==> config.mk <==
export PLATFORM = sky130hd
export DESIGN_NAME = lvd_top
export DESIGN_NICKNAME = d
export VERILOG_FILES = /design/src/lvd_pkg.sv /design/src/lvd_top.sv /design/src/lvd_sync.sv
export VERILOG_INCLUDE_DIRS = /design/src
export SDC_FILE = /design/constraint.sdc
export NUM_CORES = 1
export LEC_CHECK = 0
export ABC_AREA = 0
export BUFFER_PORTS_ARGS = -buffer_cell sky130_fd_sc_hd__buf_4
export CORE_MARGIN = 8
export CORE_UTILIZATION = 45
export CTS_CLUSTER_SIZE = 10
export DETAILED_ROUTE_END_ITERATION = 7
export HOLD_SLACK_MARGIN = 0.06
export PLACE_DENSITY = 0.81
export SLEW_MARGIN = 10
export SYNTH_ARGS = -nofsm -noshare
export SYNTH_HDL_FRONTEND = slang
export SYNTH_HIERARCHICAL = 1
export SYNTH_SLANG_ARGS = --single-unit
==> constraint.sdc <==
create_clock -name ref_clk -period 2.8 [get_ports ref_clk]
set_input_delay 0.14 -clock ref_clk [delete_from_list [all_inputs] [get_ports ref_clk]]
set_output_delay 0.14 -clock ref_clk [all_outputs]
set_load 0.02 [all_outputs]
==> src/lvd_cfg.svh <==
`ifndef LVD_CFG_SVH
`define LVD_CFG_SVH

// ------------------------------------------------------------
// register indices (byte address is four times the index)
// ------------------------------------------------------------
`define LVD_IDX_PORT12   16'hFF2C
`define LVD_IDX_CONTROL  16'hFFBE
`define LVD_IDX_LEVEL    16'hFFBF
`define LVD_IDX_CAUSE    16'hFFC0
`define LVD_IDX_MASK     16'hFFC1

// ------------------------------------------------------------
// field positions
// ------------------------------------------------------------
`define LVD_CTL_ON_BIT     7
`define LVD_CTL_SRC_BIT    2
`define LVD_CTL_ACT_BIT    1
`define LVD_CTL_FLAG_BIT   0
`define LVD_CAUSE_LVD_BIT  0
`define LVD_MASK_BIT       0

// ------------------------------------------------------------
// reset values
// ------------------------------------------------------------
`define LVD_RST_LEVEL    8'h00
`define LVD_RST_PORT12   8'hFF
`define LVD_P12_FIXED    3'h7
`define LVD_RST_MASK     1'h1

`endif

==> src/lvd_pkg.sv <==
package lvd_pkg;

   typedef enum logic {
      LVD_SRC_SUPPLY   = 1'b0,
      LVD_SRC_EXTERNAL = 1'b1
   } lvd_source_t;

   typedef enum logic {
      LVD_ACT_IRQ   = 1'b0,
      LVD_ACT_RESET = 1'b1
   } lvd_action_t;

   typedef logic [3:0] lvd_code_t;

endpackage

==> src/lvd_top.sv <==
`timescale 1ns/100ps
`include "lvd_cfg.svh"
module lvd_top (
   input  wire logic        ref_clk,
   input  wire logic        resetn,
   // ahb-lite slave
   input  wire logic        hsel,
   input  wire logic [31:0] haddr,
   input  wire logic [1:0]  htrans,
   input  wire logic        hwrite,
   input  wire logic [2:0]  hsize,
   input  wire logic [31:0] hwdata,
   input  wire logic        hready,
   output logic      [31:0] hrdata,
   output logic             hreadyout,
   output logic             hresp,
   // analog comparators, asynchronous
   input  wire logic        supply_below_raw,
   input  wire logic        ext_below_raw,
   // to analog side and system
   output logic             detector_on,
   output logic             source_select,
   output logic      [3:0]  threshold_code,
   output logic      [4:0]  port12_dir,
   output logic             below_threshold_flag,
   output logic             undervolt_irq,
   output logic             undervolt_irq_mask,
   output logic             undervolt_reset
);

   // ------------------------------------------------------------
   // state
   // ------------------------------------------------------------
   logic                 on_ff;
   lvd_pkg::lvd_source_t src_ff;
   lvd_pkg::lvd_action_t act_ff;
   logic [7:0]           level_ff;
   logic [4:0]           p12_ff;
   logic                 mask_ff;
   logic                 cause_ff;
   logic                 flag_ff;
   logic                 qual_prev_ff;
   logic                 irq_ff;
   logic                 rst_ff;
   logic                 dp_valid_ff;
   logic                 dp_write_ff;
   logic [15:0]          dp_idx_ff;
   logic [31:0]          rdata_ff;

   logic                 nxt_on;
   lvd_pkg::lvd_source_t nxt_src;
   lvd_pkg::lvd_action_t nxt_act;
   logic [7:0]           nxt_level;
   logic [4:0]           nxt_p12;
   logic                 nxt_mask;
   logic                 nxt_cause;

   // ------------------------------------------------------------
   // address decode
   // ------------------------------------------------------------
   function automatic logic idx_hit(input logic [15:0] idx, input logic [15:0] want);
      idx_hit = (idx == want);
   endfunction

   wire        addr_ph   = hsel && hready && htrans[1];
   wire [15:0] ap_idx    = haddr[17:2];
   wire        ap_mapped = (haddr[31:18] == 14'h0000);
   wire        wr_now    = dp_valid_ff && dp_write_ff;
   wire        wr_ctl    = wr_now && idx_hit(dp_idx_ff, `LVD_IDX_CONTROL);
   wire        wr_lvl    = wr_now && idx_hit(dp_idx_ff, `LVD_IDX_LEVEL);
   wire        wr_p12    = wr_now && idx_hit(dp_idx_ff, `LVD_IDX_PORT12);
   wire        wr_cause  = wr_now && idx_hit(dp_idx_ff, `LVD_IDX_CAUSE);
   wire        wr_mask   = wr_now && idx_hit(dp_idx_ff, `LVD_IDX_MASK);
   wire [7:0]  wbyte     = hwdata[7:0];

   // ------------------------------------------------------------
   // comparator synchronisation and qualification
   // ------------------------------------------------------------
   logic [1:0] cmp_sync;

   lvd_sync #(
      .WIDTH (2)
   ) u_sync (
      .ref_clk  (ref_clk),
      .resetn   (resetn),
      .async_in ({ext_below_raw, supply_below_raw}),
      .sync_out (cmp_sync)
   );

   wire src_below = (src_ff == lvd_pkg::LVD_SRC_EXTERNAL) ? cmp_sync[1] : cmp_sync[0];
   wire below     = on_ff && src_below;
   // request when below in irq action
   wire qual_irq  = below && (act_ff == lvd_pkg::LVD_ACT_IRQ);
   // reset action holds reset while below
   wire want_rst  = below && (act_ff == lvd_pkg::LVD_ACT_RESET);

   // ------------------------------------------------------------
   // register next values
   // ------------------------------------------------------------
   always_comb begin
      nxt_on    = on_ff;
      nxt_src   = src_ff;
      nxt_act   = act_ff;
      nxt_level = level_ff;
      nxt_p12   = p12_ff;
      nxt_mask  = mask_ff;
      nxt_cause = cause_ff;
      if (rst_ff) begin
         nxt_level = `LVD_RST_LEVEL;
         nxt_p12   = 5'(`LVD_RST_PORT12);
         nxt_mask  = `LVD_RST_MASK;
      end else begin
         if (wr_ctl) begin
            nxt_on  = wbyte[`LVD_CTL_ON_BIT];
            nxt_src = lvd_pkg::lvd_source_t'(wbyte[`LVD_CTL_SRC_BIT]);
            nxt_act = lvd_pkg::lvd_action_t'(wbyte[`LVD_CTL_ACT_BIT]);
         end
         // full byte kept, low nibble is the code
         if (wr_lvl) begin
            nxt_level = wbyte;
         end
         if (wr_p12) begin
            nxt_p12 = wbyte[4:0];
         end
         if (wr_mask) begin
            nxt_mask = wbyte[`LVD_MASK_BIT];
         end
         if (wr_cause && wbyte[`LVD_CAUSE_LVD_BIT]) begin
            nxt_cause = 1'b0;
         end
      end
      if (rst_ff) begin
         nxt_cause = 1'b1;
      end
   end

   // ------------------------------------------------------------
   // read mux, from next values so a write is seen at once
   // ------------------------------------------------------------
   wire [7:0] rd_ctl = {nxt_on, 4'h0, nxt_src, nxt_act, below};
   wire [7:0] rd_p12 = {`LVD_P12_FIXED, nxt_p12};
   wire [7:0] rd_byte =
      !ap_mapped                          ? 8'h00 :
      idx_hit(ap_idx, `LVD_IDX_CONTROL)   ? rd_ctl :
      idx_hit(ap_idx, `LVD_IDX_LEVEL)     ? nxt_level :
      idx_hit(ap_idx, `LVD_IDX_PORT12)    ? rd_p12 :
      idx_hit(ap_idx, `LVD_IDX_CAUSE)     ? {7'h00, nxt_cause} :
      idx_hit(ap_idx, `LVD_IDX_MASK)      ? {7'h00, nxt_mask} :
                                            8'h00;

   // ------------------------------------------------------------
   // bus pipeline
   // ------------------------------------------------------------
   always_ff @(posedge ref_clk or negedge resetn) begin
      if (!resetn) begin
         dp_valid_ff <= 1'b0;
         dp_write_ff <= 1'b0;
         dp_idx_ff   <= 16'h0000;
         rdata_ff    <= 32'h0000_0000;
      end else begin
         dp_valid_ff <= addr_ph && ap_mapped;
         dp_write_ff <= hwrite;
         dp_idx_ff   <= ap_idx;
         rdata_ff    <= (addr_ph && !hwrite) ? {24'h000000, rd_byte} : 32'h0000_0000;
      end
   end

   // ------------------------------------------------------------
   // registers
   // ------------------------------------------------------------
   // detector reset keeps control bits
   always_ff @(posedge ref_clk or negedge resetn) begin
      if (!resetn) begin
         on_ff  <= 1'b0;
         src_ff <= lvd_pkg::LVD_SRC_SUPPLY;
         act_ff <= lvd_pkg::LVD_ACT_IRQ;
      end else begin
         on_ff  <= nxt_on;
         src_ff <= nxt_src;
         act_ff <= nxt_act;
      end
   end

   always_ff @(posedge ref_clk or negedge resetn) begin
      if (!resetn) begin
         level_ff <= `LVD_RST_LEVEL;
         p12_ff   <= 5'(`LVD_RST_PORT12);
         mask_ff  <= `LVD_RST_MASK;
         cause_ff <= 1'b0;
      end else begin
         level_ff <= nxt_level;
         p12_ff   <= nxt_p12;
         mask_ff  <= nxt_mask;
         cause_ff <= nxt_cause;
      end
   end

   // ------------------------------------------------------------
   // flag, interrupt and reset generation
   // ------------------------------------------------------------
   always_ff @(posedge ref_clk or negedge resetn) begin
      if (!resetn) begin
         flag_ff      <= 1'b0;
         qual_prev_ff <= 1'b0;
         irq_ff       <= 1'b0;
         rst_ff       <= 1'b0;
      end else begin
         flag_ff      <= below;
         qual_prev_ff <= qual_irq;
         irq_ff       <= qual_irq && !qual_prev_ff;
         rst_ff       <= want_rst;
      end
   end

   // ------------------------------------------------------------
   // outputs
   // ------------------------------------------------------------
   assign hrdata               = rdata_ff;
   assign hreadyout            = 1'b1;
   assign hresp                = 1'b0;
   assign detector_on          = on_ff;
   assign source_select        = src_ff;
   assign threshold_code       = level_ff[3:0];
   assign port12_dir           = p12_ff;
   assign below_threshold_flag = flag_ff;
   assign undervolt_irq        = irq_ff;
   assign undervolt_irq_mask   = mask_ff;
   assign undervolt_reset      = rst_ff;
endmodule

==> src/lvd_sync.sv <==
`timescale 1ns/100ps
module lvd_sync #(
   parameter int WIDTH = 2
) (
   input  wire logic             ref_clk,
   input  wire logic             resetn,
   input  wire logic [WIDTH-1:0] async_in,
   output logic      [WIDTH-1:0] sync_out
);

   logic [WIDTH-1:0] meta_ff;

   // first stage is read by the second stage only
   always_ff @(posedge ref_clk or negedge resetn) begin
      if (!resetn) begin
         meta_ff  <= '0;
         sync_out <= '0;
      end else begin
         meta_ff  <= async_in;
         sync_out <= meta_ff;
      end
   end

endmodule

# ---- Yosys cells after proc, flatten, opt, wreduce, memory -nomap -nowiden
# Index checks and enable logic that the tools add are counted.
dict set report totals {
  wordCells 68
  inputBits 76
  ff_bits 52
}
dict set report classes {
  n_eq_ne 10
  mux 22
  bitwise 1
  reduce_logical 18
}
# op n
set op_table {}
lappend op_table {{$eq A16 B16 Y1 const B} 10}
lappend op_table {{$mux W8} 7}
lappend op_table {{$logic_and A1 B1 Y1} 15}
lappend op_table {{$logic_not A14 Y1} 1}
lappend op_table {{$mux W1} 13}
lappend op_table {{$mux W5} 2}
lappend op_table {{$logic_not A1 Y1} 2}
lappend op_table {{$not A1 Y1} 1}

# ---- Logic depth before layout (Yosys ltp)
# Gate-level depths: netlist (run 1).
dict set report logic_depth {
  ltp_word 11
  ltp_mapped 6
  depth_no_buf 5
}

# ---- Cells and area by module
# Netlist (run 1), hierarchy kept.
# mod cells_per_inst area_per_inst_um2 n_inst
set by_module_without_submodules {}
lappend by_module_without_submodules {lvd_top 218 2366.0 1}
lappend by_module_without_submodules {lvd_sync 4 100.1 1}

# ---- Least setup slack after synthesis (run 1)
# No wires, ideal clock.
dict set report synth_path {
  kind {reg-to-reg}
  start {reg dp_idx_ff[6]}
  end {reg rdata_ff[2], in the netlist hrdata[2]}
  setup_slack_ns 0.779
  t_arrival_ns 1.879
  path_buffers 1
  period_less_slack_ns 2.021
  required_time_ns 2.658
  stages_incl_launch_ff 7
  setup_time_ns 0.142
  cell_sequence {dfrtp_1 > nand4b_1 > or4_1 > clkbuf_2 > or4_4 > a211oi_1 > a311oi_1}
}
dict set report synth_via {
  elab_chain_len 9
}
# element line_no
set synth_lines {}
lappend synth_lines {{start: declaration} lvd_top.sv:47} ;# logic [15:0] dp_idx_ff;
lappend synth_lines {{start signal: assignment} lvd_top.sv:163} ;# dp_idx_ff <= ap_idx;
lappend synth_lines {{$eq A16 B16 Y1} lvd_top.sv:62} ;# idx_hit = (idx == want);
lappend synth_lines {{$logic_and A1 B1 Y1} lvd_top.sv:71} ;# wire wr_p12 = wr_now && idx_hit(dp_idx_ff, `LVD_IDX_PORT12);
lappend synth_lines {{$mux W5} lvd_top.sv:122} ;# if (wr_p12) begin
lappend synth_lines {{$mux W5} lvd_top.sv:108} ;# if (rst_ff) begin
lappend synth_lines {{$mux W8} lvd_top.sv:146} ;# idx_hit(ap_idx, `LVD_IDX_PORT12) ? rd_p12 :
lappend synth_lines {{$mux W8} lvd_top.sv:145} ;# idx_hit(ap_idx, `LVD_IDX_LEVEL) ? nxt_level :
lappend synth_lines {{$mux W8 (*)} lvd_top.sv:144} ;# idx_hit(ap_idx, `LVD_IDX_CONTROL) ? rd_ctl :
lappend synth_lines {{$mux W8 (*)} lvd_top.sv:143} ;# !ap_mapped ? 8'h00 :
lappend synth_lines {{$mux W8 (*)} lvd_top.sv:164} ;# rdata_ff <= (addr_ph && !hwrite) ? {24'h000000, rd_byte} : 32'h0000_0000;
lappend synth_lines {{end signal: assignment} lvd_top.sv:164}
lappend synth_lines {{end: declaration} lvd_top.sv:48} ;# logic [31:0] rdata_ff;
# Mark *: on every way between the ends. The rest lies on a longest branch, timed or not.

# ---- Worst setup path after layout (run 1)
dict set report layout_path {
  start {in haddr[8]}
  end {reg rdata_ff[4], in the netlist hrdata[4]}
}
dict set report layout_via {
  elab_chain_len 6
}
# element line_no
set layout_lines {}
lappend layout_lines {{start: declaration} lvd_top.sv:8} ;# input wire logic [31:0] haddr,
lappend layout_lines {{$eq A16 B16 Y1} lvd_top.sv:62}
lappend layout_lines {{$mux W8} lvd_top.sv:146}
lappend layout_lines {{$mux W8} lvd_top.sv:145}
lappend layout_lines {{$mux W8 (*)} lvd_top.sv:144}
lappend layout_lines {{$mux W8 (*)} lvd_top.sv:143}
lappend layout_lines {{$mux W8 (*)} lvd_top.sv:164}
# Marked as above.

==> results of run 1 <==
[worst min-delay path: cells and delay by family]
| family | cells | cell delay [ps] |
|---|---|---|
| buffers and inverters | 1 | 80 |
| and+or+nand+nor | 2 | 150 |
[synth_stat cells (5+ instances only)]
cell / number / share of area
a21boi_0: 9 / 0.027
or4_1: 6 / 0.018
buf_4: 30 / 0.091
nand4_1: 5 / 0.013
and3_1: 12 / 0.030
clkbuf_1: 6 / 0.0091
nor4_1: 5 / 0.013
inv_1: 7 / 0.011
o21ai_0: 6 / 0.012
nand3_1: 5 / 0.010
dfstp_2: 6 / 0.064
nor2_1: 7 / 0.011
dfrtp_1: 46 / 0.47
[per-layer routing]
layer  GRT usage  part of all wire
met1       0.182              0.38
met2       0.274              0.51
met3      0.0449             0.090
met4      0.0832             0.023
met5           0                 0
[worst paths after layout]
| path | startpoint | endpoint | slack (ps) | cells after the start |
|---|---|---|---|---|
| setup / recovery | haddr[8] | hrdata[4]$_DFF_PN0_ | 460 | 8 |
| hold / removal | hwdata[7] | detector_on$_DFF_PN0_ | 100 | 3 |
| setup reg to reg | dp_idx_ff[6]$_DFF_PN0_ | hrdata[1]$_DFF_PN0_ | 510 | 5 |
| hold reg to reg | u_sync/meta_ff[1]$_DFF_PN0_ | u_sync/sync_out[1]$_DFF_PN0_ | 370 | 0 |
| max in group asynchronous | resetn | dp_idx_ff[10]$_DFF_PN0_ | 2000 | 2 |
| min in group asynchronous | resetn | dp_idx_ff[14]$_DFF_PN0_ | 370 | 2 |
[registers in the layout, indices dropped and copies added (netlist names), 2 cells and up]
signal           count
u_sync/meta_ff       2
port12_dir           5
u_sync/sync_out      2
level_ff             8
dp_idx_ff           16
hrdata               8
[final cells by class]
cell class | count | area share
multi-input combinational | 149 | 0.296
sequential | 52 | 0.401
timing repair buffer | 94 | 0.233
antenna | 1 | 0.000767
clock buffer | 6 | 0.0223
inverter | 7 | 0.00806
tap | 72 | 0.0276
clock inverter | 2 | 0.0107
[timing repair]
action	CTS	global route
endpoints found under the setup margin	0	0
hold buffers	22	0
hold endpoints to repair	67	0
resized for setup	0	0
[where the power goes]
group	internal, mW	switching (mW)
Clock	0.265	0.230
Combinational	0.0691	0.0832
Sequential	0.768	0.00829
[logic make-up after synthesis]
family	after synthesis
compound gates	57
other cells	2
mux	1
flops	52
simple gates	65
buf+inv	45
==> results.yml, run 1 <==
place:
  portBuffers: 68
  pre_cts_ws_ps: 571
  placed_cell_area_mm2: 0.00293
  routabilityCongestion: 0.954
  dp_cells: 352
  dpl.hpwl_mm: 4.63
floorplanning:
  die_area_mm2: 0.00811
  start_util: 0.456
  num_rows: 27
  die_y_um: 90.0
  ios: 125
  die_w_um: 90.0
  coreArea_mm2: 0.00541
clock_network:
  cts_buffers: 5
  htreeDepth: 2
  clock_path_buffers: 2
  cts_setup_buffers: 0
  tritoncts: "done"
  cts-root-buf: "clkbuf_8"
  clkLatencyLatePin_ps: 310
  numClockSinks: 52
  clk_pin_slew_ps: 90
worst_setup_path:
  crit_slowest_cell: "dlygate4sd3_1"
  required_ps: 3010
  startpoint_type: "primary input"
  worstPathArrival_ps: 2550
  crit_path_cell_trace: "dlygate4sd3_1 -> buf_4 -> nand4b_1 -> or4_1 -> nor4_1 -> buf_4 -> o21ai_0 -> a211oi_1"
  max_stage_delay_ps: 540
  cp_top_family: "simple AND/OR/NAND/NOR gates"
  critPathMostFrequentCell: "buf_4"
  critPathMaxFanout: 5
  cp-end-kind: "register"
  critPathBufInv: 3
  crit_type: "in2reg"
synth:
  synth.cell_area_mm2: 0.00247
  synth-simple-area-share: 0.168
  ys_warn_count: 6
  synth_compound_area_frac: 0.179
  muxShareOfSynthArea: 0.00457
  yosysUniqueCellTypes: 50
  ys_seq_elements: 52
  synth_top_family_by_area: "compound AO/OA/AOI/OAI gates"
  syn_avg_cell_area_um2: 11.1
  synth-edff-count: 0
  synthAdderAreaFrac: 0
  netlist_instances: 222
  ys_seq_area_frac: 0.531
  synth_xor_area_frac: 0
  async_flop_share: 1.00
  synth_flop_cell: "dfrtp_1"
sta:
  setup_viol: 0
  final_max_slew_viol_count: 0
  fin_skew_ps: 8.96
  max_slew_margin: 0.581
  whs_ps: 101
  rsz0062_at_grt: "false"
  max_slew.worst_pin.slew_ps: 628
  fin_crit_sh: 0.836
  finalHoldViolCount: 0
  post-route-min-period_ps: 2340
  setup_slack_ps: 459
  tns_ps: 0
  fmax_mhz: 427
layout:
  post-route-util: 0.603
  nets: 385
  area_growth_syn_to_layout_pct: 32.2
  drive_above_1_share: 0.303
  final_common_cell: "buf_4"
  filler_cell_count: 459
  register_area_mm2: 0.00131
  stdcell_count: 383
  multi_input_area_um2: 965
  final_cell_mix: "buf_4, dfrtp_1, conb_1, dlygate4sd3_1, and3_1"
  design_area_mm2: 0.00326
grt:
  grt_max_degree: 53
  grt_use_total: 0.162
  overflow: 0
  grt_pass1_vias: 2162
  grt_pass1_wl_mm: 10.5
  antenna_found_initial: 1
routing:
  vias: 2058
  via_per_inst: 5.37
  postRouteWirelength_mm: 6.47
  drt_iter0_markers: 162
  drt_first_pass_iters: 4
  drc: 0
  antenna_left: 0
  post_drt_wl_per_cell_um: 16.9
power_and_ir_drop:
  ir_drop_mv: 0.307
  total_power_mw: 1.42
  p_per_area_mw_per_mm2: 437
  leakagePower_nw: 1.56
run_status:
  outcome: "finished clean"
worst_hold_path:
  worstHoldPathType: "in2reg"
job:
  max_cap_violations: 0
Note: power is estimated with default switching activity, not from simulation.
==> run 2, diff against run 1 <==
clock period = 2.2 ns   (was 2.8 ns; I/O delays follow)
==> run 2 against run 1 <==
Net effect: via count grew 2.8%; final cell count is 1.6% higher; die area did not move; setup slack got worse by 440 ps; clock power is 15% higher; critical endpoint is now hrdata[2]$_DFF_PN0_; non-clock buffer count increased by 7.
==> results.yml, run 2 (synthesis results as in run 1) <==
sta:
  fmax_mhz: 458
  setup_viol: 0
  finalHoldViolCount: 0
  fin_skew_ps: 9.34
  final_max_slew_viol_count: 0
  max_slew.worst_pin.slew_ps: 629
  fin_crit_sh: 0.993
  max_slew_margin: 0.580
  post-route-min-period_ps: 2190
  whs_ps: 74.5
  rsz0062_at_grt: "true"
floorplanning:
  start_util: 0.456
  die_y_um: 90.0
  die_w_um: 90.0
  coreArea_mm2: 0.00541
  die_area_mm2: 0.00811
  num_rows: 27
  ios: 125
layout:
  regMostFlops: "dp_idx_ff"
  stdcell_count: 389
  post-route-util: 0.614
  final_common_cell: "buf_4"
  area_growth_syn_to_layout_pct: 34.7
  drive_above_1_share: 0.334
  final_cell_mix: "buf_4, dfrtp_1, conb_1, dlygate4sd3_1, and3_1"
  nets: 392
  num_antenna_cells: 0
  largest_reg_flops: 16
grt:
  grt_max_degree: 53
  grt_pass1_wl_mm: 11.2
  grt_use_total: 0.168
  grt_pass1_vias: 2287
  antenna_found_initial: 0
  overflow: 0
power_and_ir_drop:
  p_seq_frac: 0.561
  total_power_mw: 1.76
  p_per_area_mw_per_mm2: 530
  switching_share: 0.246
  leakagePower_nw: 1.60
  p_int_mw: 1.33
  ir_drop_mv: 0.300
  power_frac_clock: 0.325
  p_switching_uw: 434
  combPwrFrac: 0.114
clock_network:
  numClockSinks: 52
  cts-root-buf: "clkbuf_8"
  clock_path_buffers: 2
  htreeDepth: 2
  tritoncts: "done"
  clk_pin_slew_ps: 90
  clkLatencyLatePin_ps: 310
  cts_buffers: 5
routing:
  drt_iter0_markers: 389
  post_drt_wl_per_cell_um: 17.5
  postRouteWirelength_mm: 6.81
  antenna_left: 0
  drt_first_pass_iters: 4
  via_per_inst: 5.44
  drc: 0
  vias: 2115
worst_setup_path:
  startpoint_type: "primary input"
  reg2reg_to: "hrdata[0]$_DFF_PN0_"
  critPathMaxFanout: 5
  worstPathArrival_ps: 2390
  timing.rr.start: "dp_idx_ff[6]$_DFF_PN0_"
  required_ps: 2410
  ff2ff_path_depth: 5
  cp-end-kind: "register"
  rrSetupSlack_ps: 40
  crit_type: "in2reg"
place:
  portBuffers: 68
  dp_cells: 357
  routabilityCongestion: 0.902
  dpl.hpwl_mm: 4.77
run_status:
  outcome: "finished clean"
worst_hold_path:
  min_to: "detector_on$_DFF_PN0_"
  holdCritStartpoint: "hwdata[7]"
  holdPathStages: 3
  worstHoldPathType: "in2reg"
job:
  max_cap_violations: 0
## run 2: how the worst max path moves through the flow
stage,slack [ps],depth (start not counted),end,startpoint
after detailed placement,-30,5,hrdata[1]$_DFF_PN0_,dp_idx_ff[6]$_DFF_PN0_
after global routing,-80,8,hrdata[2]$_DFF_PN0_,haddr[8]
final,10,8,hrdata[2]$_DFF_PN0_,haddr[8]
after floorplan,180,6,hrdata[2]$_DFF_PN0_,dp_idx_ff[6]$_DFF_PN0_
after CTS,20,8,hrdata[4]$_DFF_PN0_,haddr[8]
after global placement,-10,5,hrdata[2]$_DFF_PN0_,dp_idx_ff[6]$_DFF_PN0_
## run 2: repair_timing
item	4_1_cts	5_1_grt
hold buffers	22	0
gates resized for setup	1	7
pin swaps	0	2
setup buffers	0	2
endpoints found under the setup margin	5	8
hold endpoints to repair	67	0
## run 2: area by class of cell
cell class,instances,area [um^2]
clock inverters,2,13.8
multi-input cells,149,986
clock buffers,6,82.6
fillers,434,2080
inverters,7,26.3
repair buffers,101,813
flip-flops and latches,52,1310
well taps,72,90.1
## run 2: per-layer routing
layer,vias to the layer above,global-route usage,share of wire
met5,-,0,0
met4,0,0.0735,0.037
met3,25,0.0582,0.072
met2,100,0.279,0.50
met1,1026,0.192,0.39
li1,964,-,-
## run 2: worst max-delay path, stage by stage
cell and delay, ps:
dlygate4sd3_1 530, buf_4 140, nand4b_1 250, or4_1 510, nor4_2 250, buf_4 210, o311ai_0 120, a311oi_1 270
## run 2: through the flow
step | setup TNS [ps] | area [um^2] | setup slack [ps]
after detailed placement | -73.6 | 2970 | -28.4
after CTS | 0 | 3290 | 24.7
final | 0 | 3320 | 14.8
after floorplan | 0 | 2560 | 179
after global routing | -251 | 3320 | -83.8
after global placement | -24.2 | 2970 | -13.7
## run 2: power by group through the flow
stage | clock network, mW | registers, mW | logic [mW]
floorplan | 0 | 1.01 | 0.0912
global placement | 0 | 1.00 | 0.159
detailed placement | 0 | 1.01 | 0.163
CTS | 0.577 | 0.987 | 0.195
global route | 0.621 | 0.989 | 0.217
finish | 0.571 | 0.988 | 0.201
